<file path="config.mk">
export PLATFORM = sky130hd
export DESIGN_NAME = vrfs_top
export DESIGN_NICKNAME = d
export VERILOG_FILES = /design/src/inc/vrfs_pkg.sv /design/src/vrfs_top.sv
export SDC_FILE = /design/constraint.sdc
export NUM_CORES = 1
export LEC_CHECK = 0
export BUFFER_PORTS_ARGS = -buffer_cell sky130_fd_sc_hd__buf_2
export CAP_MARGIN = 25
export CELL_PAD_IN_SITES_DETAIL_PLACEMENT = 1
export CELL_PAD_IN_SITES_GLOBAL_PLACEMENT = 2
export CORE_ASPECT_RATIO = 1.75
export CORE_MARGIN = 2
export CORE_UTILIZATION = 29
export CTS_CLUSTER_SIZE = 30
export DETAILED_ROUTE_END_ITERATION = 10
export PLACE_DENSITY_LB_ADDON = 0.08
export SETUP_SLACK_MARGIN = 0.4
export SYNTH_ARGS = -nofsm -noshare
export SYNTH_HDL_FRONTEND = slang
export SYNTH_SLANG_ARGS = --single-unit
</file>
<file path="constraint.sdc">
create_clock -name CLK_SYS_I -period 2.2 [get_ports CLK_SYS_I]
set_clock_uncertainty 0.05 [all_clocks]
set_input_delay 0.22 -clock CLK_SYS_I [delete_from_list [all_inputs] [get_ports CLK_SYS_I]]
set_output_delay 0.22 -clock CLK_SYS_I [all_outputs]
set_load 0.05 [all_outputs]
</file>
<file path="src/inc/vrfs_pkg.sv">
/*
  package for the regulator fault supervisor: register map, field layout,
  timing constants, state enumeration, port structs.
  assumes a 100 MHz logic clock and a 32-bit AXI4-Lite register bus.
*/
package vrfs_pkg;
  // clock and timing
  localparam int CLK_HZ = 100_000_000;
  localparam int RETRY_WAIT_MS = 12;
  localparam int RETRY_WAIT_CYC = RETRY_WAIT_MS * (CLK_HZ / 1000);
  localparam logic [2:0] RETRY_LIMIT = 3'h7;
  localparam int NUM_CH = 4;
  // register byte offsets
  localparam logic [7:0] CTRL_OFS = 8'h00;
  localparam logic [7:0] STAT_OFS = 8'h04;
  localparam logic [7:0] RETRY_OFS = 8'h08;
  localparam logic [7:0] ID_OFS = 8'h0c;
  // control fields
  localparam int CTRL_PSI_BIT = 0;
  localparam int CTRL_PH34_BIT = 1;
  localparam int CTRL_NB_EN_BIT = 2;
  localparam logic [2:0] CTRL_RST = 3'h6;
  // status fields
  localparam int ST_PG_BIT = 0;
  localparam int ST_UV_BIT = 1;
  localparam int ST_OVL_BIT = 2;
  localparam int ST_OC_LAT_BIT = 3;
  localparam int ST_OPEN_BIT = 4;
  localparam int ST_SS_BIT = 5;
  localparam int ST_RUN_BIT = 6;
  localparam int ST_WAIT_BIT = 7;
  // identification value, arbitrary
  localparam logic [31:0] BLOCK_ID = 32'h0000_5a01;
  // axi responses
  localparam logic [1:0] RESP_OKAY = 2'h0;
  localparam logic [1:0] RESP_SLVERR = 2'h2;

  typedef enum logic [2:0] {
    ST_OFF, ST_SOFT, ST_RUN, ST_OC_WAIT, ST_OV_CLAMP, ST_LATCHED
  } vrfs_state_t;

  // comparator results from the analog front end
  typedef struct packed {
    logic core_uv_hi;            // core below target minus 300mV
    logic core_uv_lo;            // core below target minus 250mV
    logic nb_uv_hi;
    logic nb_uv_lo;
    logic ov;                    // overvoltage_trip on either output
    logic diff_out_low;          // differential output voltage below 400mV
    logic open_sense;
    logic core_oc100;
    logic core_oc140;
    logic nb_oc100;
    logic nb_oc140;
    logic [3:0] ch_oc140;        // per-channel current limit compare
  } vrfs_cmp_t;

  // gate and external drive commands
  typedef struct packed {
    logic [1:0] ug_core;
    logic [1:0] lg_core;
    logic ug_nb;
    logic lg_nb;
    logic [1:0] ext_pwm;         // phases 3 and 4 level
    logic [1:0] ext_pwm_oe_n;    // low = driven, high = high impedance
  } vrfs_drv_t;

  function automatic logic [2:0] sat_inc3(input logic [2:0] v);
    return (v == 3'h7) ? v : v + 3'h1;
  endfunction
endpackage

</file>
<file path="src/vrfs_top.sv">
/*
  fault supervisor for a dual buck controller: power good, overvoltage clamp,
  overcurrent hiccup with retry latch-off, open-sense restart, per-channel
  current limit, and an AXI4-Lite register slave.
  assumes comparator inputs arrive asynchronously, power-on reset and enable
  feed the asynchronous reset, and soft-start completion is reported by the
  ramp generator outside.
*/
`timescale 1ns/1ps
// Overview of operation
// - power good low until clean soft-start
// - power good low on any fault
// - latched faults hold power good low
// - overvoltage: lower gates on, drives low
// - clamp until below 400mV, repeat
// - overvoltage latch cleared only by reset
// - undervoltage pulls power good only
// - undervoltage clears at 250mV hysteresis
// - open sense: off, restart when cleared
// - average current above 100uA trips
// - soft-start uses raised 140uA level
// - core trip: gates low, phases 3-4 floated
// - wait 12ms then retry if enabled
// - seven failed retries latch off
// - completed soft-start clears retry count
// - northbridge trip disables northbridge only, except at latch-off
// - trip in power saving restarts normal
// - channel limit: upper low, lower high
// - upper held low until current falls
module vrfs_top #(
  parameter int RETRY_WAIT = vrfs_pkg::RETRY_WAIT_CYC
) (
  // clock and reset (power-on reset and enable combined)
  input wire logic CLK_SYS_I,
  input wire logic ARST_N_I,
  input wire logic ENABLE_I,
  // analog comparators and soft-start
  input wire vrfs_pkg::vrfs_cmp_t CMP_I,
  input wire logic SS_DONE_I,
  input wire logic [3:0] PWM_I,
  input wire logic PWM_NB_I,
  // outputs to drivers and system
  output vrfs_pkg::vrfs_drv_t DRV_O,
  output logic SS_START_O,
  output logic PSI_FORCE_O,
  output logic PG_O,
  output logic PG_OE_N_O,
  // axi4-lite slave
  input wire logic [7:0] S_AXI_AWADDR_I,
  input wire logic S_AXI_AWVALID_I,
  output logic S_AXI_AWREADY_O,
  input wire logic [31:0] S_AXI_WDATA_I,
  input wire logic [3:0] S_AXI_WSTRB_I,
  input wire logic S_AXI_WVALID_I,
  output logic S_AXI_WREADY_O,
  output logic [1:0] S_AXI_BRESP_O,
  output logic S_AXI_BVALID_O,
  input wire logic S_AXI_BREADY_I,
  input wire logic [7:0] S_AXI_ARADDR_I,
  input wire logic S_AXI_ARVALID_I,
  output logic S_AXI_ARREADY_O,
  output logic [31:0] S_AXI_RDATA_O,
  output logic [1:0] S_AXI_RRESP_O,
  output logic S_AXI_RVALID_O,
  input wire logic S_AXI_RREADY_I
);
  import vrfs_pkg::*;

  typedef struct packed {
    vrfs_cmp_t sync1;
    vrfs_cmp_t sync2;
    vrfs_state_t st;
    logic [23:0] wait_cnt;
    logic [2:0] retry;
    logic nb_only;
    logic uv_flag;
    logic ov_latched;
    logic oc_latched;
    logic psi_force;
    logic pg;
    logic [2:0] ctrl;
    logic [3:0] ch_block;
    logic aw_got;
    logic w_got;
    logic [7:0] awaddr;
    logic [31:0] wdata;
    logic [3:0] wstrb;
    logic bvalid;
    logic [1:0] bresp;
    logic rvalid;
    logic [31:0] rdata;
    logic [1:0] rresp;
    vrfs_drv_t drv;
  } vrfs_regs_t;

  vrfs_regs_t s_q;
  vrfs_regs_t s_d;
  vrfs_cmp_t c;
  logic core_oc;
  logic nb_oc;
  logic [7:0] status;
  logic psi_trip;

  // synchronised comparator view and current trip selection
  always_comb begin
    c = s_q.sync2;
    core_oc = (s_q.st == ST_SOFT) ? c.core_oc140 : c.core_oc100;
    nb_oc = s_q.ctrl[CTRL_NB_EN_BIT] &&
            ((s_q.st == ST_SOFT) ? c.nb_oc140 : c.nb_oc100);
    // a trip in power saving mode; set by hardware, cleared by software
    // the set wins when both fall in one cycle
    psi_trip = (s_q.st == ST_SOFT || s_q.st == ST_RUN) && ENABLE_I && !c.ov &&
               !c.open_sense && (core_oc || nb_oc) && s_q.ctrl[CTRL_PSI_BIT];
    // status word for the register view
    status = {s_q.st == ST_OC_WAIT, s_q.st == ST_RUN, s_q.st == ST_SOFT,
              c.open_sense, s_q.oc_latched, s_q.ov_latched, s_q.uv_flag, s_q.pg};
  end

  // next-state logic
  always_comb begin
    s_d = s_q;

    // two-flop synchroniser; only the second stage feeds the logic
    s_d.sync1 = CMP_I;
    s_d.sync2 = s_q.sync1;

    // retry wait counter runs down to zero and parks there
    if (s_q.wait_cnt != 24'h0) begin
      s_d.wait_cnt = s_q.wait_cnt - 24'h1;
    end

    // undervoltage with hysteresis, either output
    if (c.core_uv_hi || (s_q.ctrl[CTRL_NB_EN_BIT] && c.nb_uv_hi)) begin
      s_d.uv_flag = 1'b1;
    end else if (!c.core_uv_lo && !(s_q.ctrl[CTRL_NB_EN_BIT] && c.nb_uv_lo)) begin
      s_d.uv_flag = 1'b0;
    end

    // fault sequencing
    case (s_q.st)
      ST_OFF: begin
        // leave off only when enabled and both sense lines are intact
        if (ENABLE_I && !c.open_sense) begin
          s_d.st = ST_SOFT;
        end
      end
      ST_SOFT, ST_RUN: begin
        // overvoltage outranks every other fault, then loss of sense or enable
        if (c.ov) begin
          s_d.st = ST_OV_CLAMP;
          s_d.ov_latched = 1'b1;
        end else if (c.open_sense || !ENABLE_I) begin
          s_d.st = ST_OFF;
        end else if (core_oc || nb_oc) begin
          // a trip with the count already at seven latches off
          s_d.nb_only = nb_oc && !core_oc;
          s_d.psi_force = s_q.psi_force | s_q.ctrl[CTRL_PSI_BIT];
          if (s_q.retry == RETRY_LIMIT) begin
            s_d.st = ST_LATCHED;
            s_d.oc_latched = 1'b1;
          end else begin
            s_d.st = ST_OC_WAIT;
            s_d.wait_cnt = 24'(RETRY_WAIT - 1);
          end
        end else if (s_q.st == ST_SOFT && SS_DONE_I) begin
          s_d.st = ST_RUN;
          s_d.retry = 3'h0;
        end
      end
      ST_OC_WAIT: begin
        // the tripped rail's gates stay off for the whole wait; overvoltage still clamps
        if (c.ov) begin
          s_d.st = ST_OV_CLAMP;
          s_d.ov_latched = 1'b1;
        end else if (s_q.wait_cnt == 24'h0) begin
          if (ENABLE_I) begin
            s_d.st = ST_SOFT;
            s_d.retry = sat_inc3(s_q.retry);
          end else begin
            s_d.st = ST_OFF;
          end
        end
      end
      ST_OV_CLAMP: begin
        // hold the low side on until the output has collapsed
        if (c.diff_out_low && !c.ov) begin
          s_d.st = ST_LATCHED;
        end
      end
      ST_LATCHED: begin
        // only reset leaves here; a new overvoltage clamps again
        if (c.ov) begin
          s_d.st = ST_OV_CLAMP;
        end
      end
      default: s_d.st = ST_OFF;
    endcase

    // power good: only in run with no fault of any kind
    // latched faults keep it low until reset and a fresh soft-start
    s_d.pg = (s_d.st == ST_RUN) && !s_d.uv_flag && !c.ov && !core_oc && !nb_oc
             && !s_q.ov_latched && !s_q.oc_latched;

    // per-channel current limit block
    // the block follows the comparator, so the upper gate returns once it falls
    for (int i = 0; i < NUM_CH; i++) begin
      s_d.ch_block[i] = c.ch_oc140[i];
    end

    // drive commands
    s_d.drv.ext_pwm_oe_n = {2{!s_q.ctrl[CTRL_PH34_BIT]}};
    s_d.drv.ext_pwm = PWM_I[3:2] & ~s_d.ch_block[3:2];
    s_d.drv.ug_core = PWM_I[1:0] & ~s_d.ch_block[1:0];
    s_d.drv.lg_core = ~PWM_I[1:0] | s_d.ch_block[1:0];
    s_d.drv.ug_nb = PWM_NB_I && s_q.ctrl[CTRL_NB_EN_BIT];
    s_d.drv.lg_nb = !PWM_NB_I && s_q.ctrl[CTRL_NB_EN_BIT];
    case (s_d.st)
      ST_OV_CLAMP: begin
        // every low side on, every high side and external phase low
        s_d.drv.ug_core = 2'h0;
        s_d.drv.lg_core = 2'h3;
        s_d.drv.ug_nb = 1'b0;
        s_d.drv.lg_nb = 1'b1;
        s_d.drv.ext_pwm = 2'h0;
      end
      ST_OC_WAIT: begin
        // a northbridge-only trip leaves the core switching
        if (s_d.nb_only) begin
          s_d.drv.ug_nb = 1'b0;
          s_d.drv.lg_nb = 1'b0;
        end else begin
          s_d.drv.ug_core = 2'h0;
          s_d.drv.lg_core = 2'h0;
          s_d.drv.ext_pwm = 2'h0;
          s_d.drv.ext_pwm_oe_n = 2'h3;
          s_d.drv.ug_nb = 1'b0;
          s_d.drv.lg_nb = 1'b0;
        end
      end
      ST_RUN, ST_SOFT: begin
        // modulator levels pass through as set up above
      end
      default: begin
        // off and latched: all gates low, external phases floated
        s_d.drv.ug_core = 2'h0;
        s_d.drv.lg_core = 2'h0;
        s_d.drv.ug_nb = 1'b0;
        s_d.drv.lg_nb = 1'b0;
        s_d.drv.ext_pwm = 2'h0;
        s_d.drv.ext_pwm_oe_n = 2'h3;
      end
    endcase

    // axi write channel
    if (S_AXI_AWVALID_I && !s_q.aw_got && !s_q.bvalid) begin
      s_d.aw_got = 1'b1;
      s_d.awaddr = S_AXI_AWADDR_I;
    end
    // data capture, independent of the address
    if (S_AXI_WVALID_I && !s_q.w_got && !s_q.bvalid) begin
      s_d.w_got = 1'b1;
      s_d.wdata = S_AXI_WDATA_I;
      s_d.wstrb = S_AXI_WSTRB_I;
    end

    // respond once both halves are in; readies stay low until it is taken
    if (s_q.aw_got && s_q.w_got) begin
      s_d.aw_got = 1'b0;
      s_d.w_got = 1'b0;
      s_d.bvalid = 1'b1;
      s_d.bresp = RESP_OKAY;
      // register write decode; status and id ignore writes
      if (s_q.awaddr == CTRL_OFS) begin
        if (s_q.wstrb[0]) begin
          s_d.ctrl = s_q.wdata[2:0];
        end
      end else if (s_q.awaddr == RETRY_OFS) begin
        if (s_q.wstrb[0] && s_q.wdata[0] && !psi_trip) begin
          s_d.psi_force = 1'b0; // software acknowledges the forced exit
        end
      end else if (s_q.awaddr != STAT_OFS && s_q.awaddr != ID_OFS) begin
        s_d.bresp = RESP_SLVERR;
      end
    end else if (s_q.bvalid && S_AXI_BREADY_I) begin
      s_d.bvalid = 1'b0;
    end

    // axi read channel
    if (S_AXI_ARVALID_I && !s_q.rvalid) begin
      s_d.rvalid = 1'b1;
      s_d.rresp = RESP_OKAY;
      // read decode; unmapped offsets answer with an error and zero data
      if (S_AXI_ARADDR_I == CTRL_OFS) begin
        s_d.rdata = {29'h0, s_q.ctrl};
      end else if (S_AXI_ARADDR_I == STAT_OFS) begin
        s_d.rdata = {24'h0, status};
      end else if (S_AXI_ARADDR_I == RETRY_OFS) begin
        s_d.rdata = {27'h0, s_q.psi_force, s_q.nb_only, s_q.retry};
      end else if (S_AXI_ARADDR_I == ID_OFS) begin
        s_d.rdata = BLOCK_ID;
      end else begin
        s_d.rdata = 32'h0;
        s_d.rresp = RESP_SLVERR;
      end
    end else if (s_q.rvalid && S_AXI_RREADY_I) begin
      s_d.rvalid = 1'b0;
    end
  end

  // state register; reset holds everything off, power good low
  always_ff @(posedge CLK_SYS_I or negedge ARST_N_I) begin
    if (!ARST_N_I) begin
      // everything clear, then the few fields that reset non-zero
      s_q <= '0;
      s_q.st <= ST_OFF;
      s_q.ctrl <= CTRL_RST;
      s_q.drv.ext_pwm_oe_n <= 2'h3;
    end else begin
      s_q <= s_d;
    end
  end

  // outputs; power good is open drain, enable low while pulling low
  always_comb begin
    // driver and system outputs
    DRV_O = s_q.drv;
    SS_START_O = (s_q.st == ST_SOFT);
    PSI_FORCE_O = s_q.psi_force;
    PG_O = 1'b0;
    PG_OE_N_O = s_q.pg;
    // bus handshake from registered state
    S_AXI_AWREADY_O = !s_q.aw_got && !s_q.bvalid;
    S_AXI_WREADY_O = !s_q.w_got && !s_q.bvalid;
    S_AXI_BVALID_O = s_q.bvalid;
    S_AXI_BRESP_O = s_q.bresp;
    S_AXI_ARREADY_O = !s_q.rvalid;
    S_AXI_RVALID_O = s_q.rvalid;
    S_AXI_RDATA_O = s_q.rdata;
    S_AXI_RRESP_O = s_q.rresp;
  end
endmodule // vrfs_top

</file>
==> flow_metrics.env, run 1 <==
export IMPL_status="finished, violations left"
export IMPL_violations="negative setup slack"
export IMPL_syn_area_um2=4730
export IMPL_relSlewSlack_pct=59.4
export IMPL_grt_max_degree=44
export IMPL_start_util_pct=29.7
export IMPL_period_share_pct=107
export IMPL_area_growth_pct=45.7
export IMPL_grtUsageTotal_pct=15.2
export IMPL_clk_latency_ns=0.35
export IMPL_cts_tree="built"
export IMPL_wl_per_cell_um=16.0
export IMPL_diodes=0
export IMPL_powerDensity_nw_per_um2=677
export IMPL_core_um2=16000
export IMPL_most_common_layout_cells="dfrtp_1 (99), buf_2 (78), buf_4 (68)"
export IMPL_synth_ff_latch_count=105
export IMPL_postSynthAreaPerCell_um2=11.1
export IMPL_synth_area_leaders="dfrtp_1 (54%), buf_4 (7.5%), mux2_2 (4.8%), nand2_1 (3.6%), nor2_1 (2.3%)"
export IMPL_clk_pin_slew_ns=0.08
export IMPL_grt_pass1_vias=4112
export IMPL_final_net_count=682
export IMPL_timing_fmax_mhz=424
export IMPL_hpwl_um=9250
export IMPL_synth_cell_types=55
export IMPL_cts_sinks=105
export IMPL_io_buffers=80
export IMPL_timing_final_ws_setup_ns=-0.156
export IMPL_worst_r2r_setup_slack_ns=-0.16
export IMPL_synth_ff_type="dfrtp_1"
export IMPL_final_util_pct=43.2
export IMPL_dieArea_um2=17400
export IMPL_htree_levels=3
export IMPL_dp_slack_ns=-0.250
export IMPL_cp_start_kind="flip-flop"
export IMPL_yosysTopAreaCell="dfrtp_1"
export IMPL_drv_slew=0
export IMPL_wirelength_um=12700
export IMPL_cts_root_buf="clkbuf_16"
export IMPL_synth_edff_count=0
export IMPL_die_y_um=173
export IMPL_die_w_um=101
export IMPL_ir_drop_mv=0.294
export IMPL_hold_viol_final=0
export IMPL_cp_required_ns=2.38
export IMPL_rsz0062_at_grt="true"
export IMPL_yosysTopAreaCellShare_pct=53.9
export IMPL_drive_gt1_share_pct=48.6
export IMPL_power_static_leakage_uw=0.00309
export IMPL_ys_seq_area_share_pct=55.6
export IMPL_avgViaCountPerCell=4.65
export IMPL_arrival_ns=2.54
export IMPL_cts_buffer_depth=2
export IMPL_floorplan_rows=61
export IMPL_cp_max_fo=5
export IMPL_grt_pass1_wl_um=20800
export IMPL_drc_errors=0
export IMPL_cts_buffers=9
export IMPL_antenna_left=0
export IMPL_worstMarginPinSlew_ns=0.603
export IMPL_drv_cap=0
export IMPL_antenna_found_initial=0
export IMPL_setup_viol=27
export IMPL_drt_iter0_markers=60
export IMPL_worstSetupPathType="flip-flop to flip-flop"
export IMPL_async_flop_share_pct=100
export IMPL_whs_ns=0.0225
export IMPL_hp_class="input port to flip-flop"
export IMPL_grt_overflow_total=0
export IMPL_vias=3682
export IMPL_syn_inst=426
export IMPL_min_period_ns=2.36
export IMPL_io_pins=136
export IMPL_ys_warn_count=0
export IMPL_crit_path_end_kind="flip-flop"
export IMPL_gp_congestion=0.814
export IMPL_drt_pass1_iterations=4
export IMPL_final_common_cell="dfrtp_1"
==> cell usage after synthesis, drive strengths merged, types with 4 or more instances <==
cell type	count
o21ai	12
nand3	11
nand4b	4
nor3	7
o31ai	8
nor2b	8
xor2	12
nor4	12
buf	49
xnor2	10
clkbuf	9
nor4b	4
nor2	29
dfrtp	102
mux2	20
a21o	4
nand2	46
a21oi	12
or4	4
inv	12
nand2b	5
==> power by group <==
group / internal, µW / leakage (µW) / switching, µW / total [µW]
Clock: 788 / 0.000136 / 769 / 1560
Sequential: 2120 / 0.00121 / 151 / 2270
Combinational: 329 / 0.00174 / 506 / 835
==> registers in the layout (all words and copies together), names as in the netlist <==
register        count
DRV_O               9
PG_OE_N_O           1
PSI_FORCE_O         1
S_AXI_BRESP_O       1
S_AXI_BVALID_O      1
S_AXI_RDATA_O       9
S_AXI_RRESP_O       1
S_AXI_RVALID_O      1
c                  15
s_d                15
s_q                51
==> routing by layer <==
metal	global-route usage (%)	vias up	share of wire (%)	wire length [µm]
li1	-	1742	-	-
met1	15.8	1861	36	4550
met2	30.2	67	60	7590
met3	1.86	12	2.3	294
met4	4.68	0	1.6	208
met5	0	-	0	0
==> final timing paths <==
path | endpoint | from | cells after the start
min in group asynchronous | S_AXI_RDATA_O[2] | ARST_N_I | 2
max reg2reg | s_q[129] | s_q[122] | 6
max in group asynchronous | DRV_O[0] | ARST_N_I | 3
max | s_q[129] | s_q[122] | 6
min reg2reg | c[0] | s_d[137] | 0
min | DRV_O[4] | PWM_NB_I | 2
==> stage by stage <==
stage	cells	cell area [µm²]	total power, µW	TNS [ns]
3_5_place_dp	726	5650	3070	-3.23
6_report	792	6900	4670	-1.75
5_1_grt	792	6900	4900	-5.46
4_1_cts	780	6610	4730	-1.76
3_3_place_gp	726	5650	3040	-2.51
2_1_floorplan	448	4910	2870	-4.93
==> what timing repair did <==
action | CTS | global route
setup endpoints to repair | 46 | 47
hold endpoints to repair | 48 | 0
hold buffers | 18 | 0
setup buffers | 20 | 11
gates cloned | 0 | 1
pin swaps | 46 | 34
gates resized for setup | 73 | 43
==> worst max-delay path: stages, from the launching register on <==
cell,delay [ns]
dfrtp_1,0.41
or4_4,0.56
or3_1,0.33
a311o_2,0.41
nor4b_4,0.27
xnor2_1,0.16
nor2_1,0.06
==> area by class of cell <==
type	count	area, µm²
clock buffers	10	229
clock inverters	6	50.0
fillers	1717	9050
inverters	12	63.8
multi-input cells	273	2210
flip-flops and latches	105	2640
well taps	189	236
repair buffers	197	1470
==> cells by family after synthesis <==
logic type | synth area share, %
buffers and inverters | 9.33
muxes | 5.39
xor gates and xnor gates | 4.07
DFF | 55.6
AOI/OAI and AO/OA | 8.69
other | 0.0792
and+or+nand+nor | 16.1
adders and majority gates | 0.793
Power figures use the tool's default switching activity.
==> run 2: changes to the inputs <==
--- a/config.mk
+++ b/config.mk
@@ -14,7 +14,7 @@
 export CORE_UTILIZATION = 29
 export CTS_CLUSTER_SIZE = 30
 export DETAILED_ROUTE_END_ITERATION = 10
-export PLACE_DENSITY_LB_ADDON = 0.08
+export PLACE_DENSITY = 0.74
 export SETUP_SLACK_MARGIN = 0.4
 export SYNTH_ARGS = -nofsm -noshare
 export SYNTH_HDL_FRONTEND = slang
==> constraint.sdc (replaced) <==
create_clock -name CLK_SYS_I -period 1.95 [get_ports CLK_SYS_I]
set_clock_uncertainty 0.05 [all_clocks]
set_input_delay 0.195 -clock CLK_SYS_I [delete_from_list [all_inputs] [get_ports CLK_SYS_I]]
set_output_delay 0.195 -clock CLK_SYS_I [all_outputs]
set_load 0.05 [all_outputs]
==> run 2 against run 1 <==
The flow still finishes with violations (negative setup slack); combinational power rose by 35%; cell count up 1.5%; sequential power is 13% higher; worst setup slack got worse by 0.27 ns; largest power group unchanged.
==> flow_metrics.env, run 2 (synthesis gave the netlist of run 1 again) <==
export IMPL_timing_fmax_mhz=421
export IMPL_grt_pass1_vias=4257
export IMPL_met1_length_um=4600
export IMPL_powerDensity_nw_per_um2=789
export IMPL_drc_errors=0
export IMPL_drt_iter0_markers=109
export IMPL_area_growth_pct=47.2
export IMPL_core_um2=16000
export IMPL_wirelength_um=13200
export IMPL_min_period_ns=2.37
export IMPL_nFillCells=1719
export IMPL_top_register="s_q"
export IMPL_holdPathStages=2
export IMPL_grt_max_degree=45
export IMPL_p_int_uw=3820
export IMPL_grt_overflow_total=0
export IMPL_grtUsageTotal_pct=15.3
export IMPL_hp_class="input port to flip-flop"
export IMPL_cts_buffers=9
export IMPL_final_seq_area_um2=2640
export IMPL_multi_input_area_um2=2190
export IMPL_hpwl_um=9530
export IMPL_antenna_found_initial=0
export IMPL_gp_congestion=0.831
export IMPL_most_common_layout_cells="dfrtp_1 (98), buf_4 (85), buf_2 (78)"
export IMPL_p_total_uw=5500
export IMPL_grt_pass1_wl_um=20900
export IMPL_top_layer="met4"
export IMPL_cts_sinks=105
export IMPL_p_comb_share_pct=20.6
export IMPL_rsz0062_at_grt="true"
export IMPL_avgViaCountPerCell=4.71
export IMPL_antenna_left=0
export IMPL_hold_viol_final=0
export IMPL_floorplan_rows=61
export IMPL_final_util_pct=43.7
export IMPL_crit_path_end_kind="flip-flop"
export IMPL_power_switching_uw=1670
export IMPL_status="finished, violations left"
export IMPL_relSlewSlack_pct=59.7
export IMPL_timing_final_ws_setup_ns=-0.423
export IMPL_final_net_count=694
export IMPL_setup_viol=40
export IMPL_violations="negative setup slack"
export IMPL_ir_drop_mv=0.512
export IMPL_whs_ns=0.0189
export IMPL_io_pins=136
export IMPL_period_share_pct=122
export IMPL_vias=3785
export IMPL_die_w_um=101
export IMPL_worstMarginPinSlew_ns=0.605
export IMPL_wl_met2_um=7810
export IMPL_cp_max_fo=4
export IMPL_final_common_cell="dfrtp_1"
export IMPL_wl_met3_um=405
export IMPL_io_buffers=80
export IMPL_seqPwrFrac_pct=46.8
export IMPL_drv_slew=0
export IMPL_cts_buffer_depth=2
export IMPL_clk_pin_slew_ns=0.08
export IMPL_power_static_leakage_uw=0.00314
export IMPL_worstSetupPathType="flip-flop to flip-flop"
export IMPL_dieArea_um2=17400
export IMPL_htree_levels=3
export IMPL_wl_per_cell_um=16.4
export IMPL_dp_slack_ns=-0.459
export IMPL_clk_latency_ns=0.35
export IMPL_arrival_ns=2.58
export IMPL_diodes=0
export IMPL_sw_frac_of_total_pct=30.5
export IMPL_start_util_pct=29.7
export IMPL_ff2ff_path_depth=8
export IMPL_drt_pass1_iterations=4
export IMPL_p_clk_share_pct=32.6
export IMPL_die_y_um=173
export IMPL_cp_start_kind="flip-flop"
export IMPL_largest_register_ffs=51
export IMPL_drv_cap=0
export IMPL_drive_gt1_share_pct=48.0
export IMPL_cts_tree="built"
export IMPL_cts_root_buf="clkbuf_16"
export IMPL_cp_required_ns=2.16
[run 2: cell types whose count changed in the layout (fill, tap and decap cells not counted), moves of 7 or more]
| cell | previous run | this run |
|---|---|---|
| buf_6 | 29 | 22 |
| mux2_4 | 7 | 19 |
| buf_4 | 68 | 85 |
| mux2_2 | 13 | 1 |
[run 2: power by group through the flow]
stage	clock [µW]	sequential (µW)	combinational, µW
floorplan	0	2600	807
global placement	0	2600	1020
detailed placement	0	2610	1040
CTS	1860	2580	1120
global route	1940	2600	1210
finish	1790	2570	1130
[run 2: layout make-up]
| class | instances | share of cell area [%] |
|---|---|---|
| flip-flops and latches | 105 | 37.8 |
| repair buffers | 209 | 22.3 |
| clock inverters | 7 | 1.02 |
| well taps | 189 | 3.39 |
| multi-input cells | 273 | 31.4 |
| clock buffers | 9 | 3.23 |
| inverters | 12 | 0.772 |
[run 2: worst max-delay path, cell delays in order (launching register included)]
cell      delay [ns]
dfrtp_1         0.42
nor4_2          0.32
buf_4           0.17
nand4b_1        0.12
or3_4           0.38
a211oi_4        0.37
buf_6           0.17
a21oi_4         0.05
o31ai_1         0.23
[run 2: through the flow]
stage / cells / TNS (ns) / instance area (µm²)
final: 804 / -12.34 / 6970
after global routing: 804 / -17.81 / 6970
after CTS: 791 / -8.27 / 6700
after detailed placement: 741 / -11.02 / 5870
after global placement: 741 / -7.81 / 5870
after floorplan: 448 / -14.56 / 5030
[run 2: repair_timing]
action                                  4_1_cts  5_1_grt
hold endpoints to repair                     54        0
endpoints found under the setup margin       47       47
resized for setup                            50       32
hold buffers                                 19        0
pin swaps                                    36       30
setup buffers                                15       13
[run 2: worst paths after layout]
path	start	end	slack (ns)
setup / recovery	s_q[119]	DRV_O[4]	-0.42
hold / removal	S_AXI_AWADDR_I[2]	s_q[86]	0.02
setup reg to reg	s_q[119]	DRV_O[4]	-0.42
hold reg to reg	s_d[138]	c[1]	0.30
max in group asynchronous	ARST_N_I	S_AXI_RDATA_O[3]	0.89
min in group asynchronous	ARST_N_I	s_q[84]	0.34
[run 2: per-layer routing]
metal	vias to the layer above	GRT usage, %
met3	17	2.59
met5	-	0
li1	1764	-
met1	1914	15.0
met4	0	7.42
met2	90	29.7
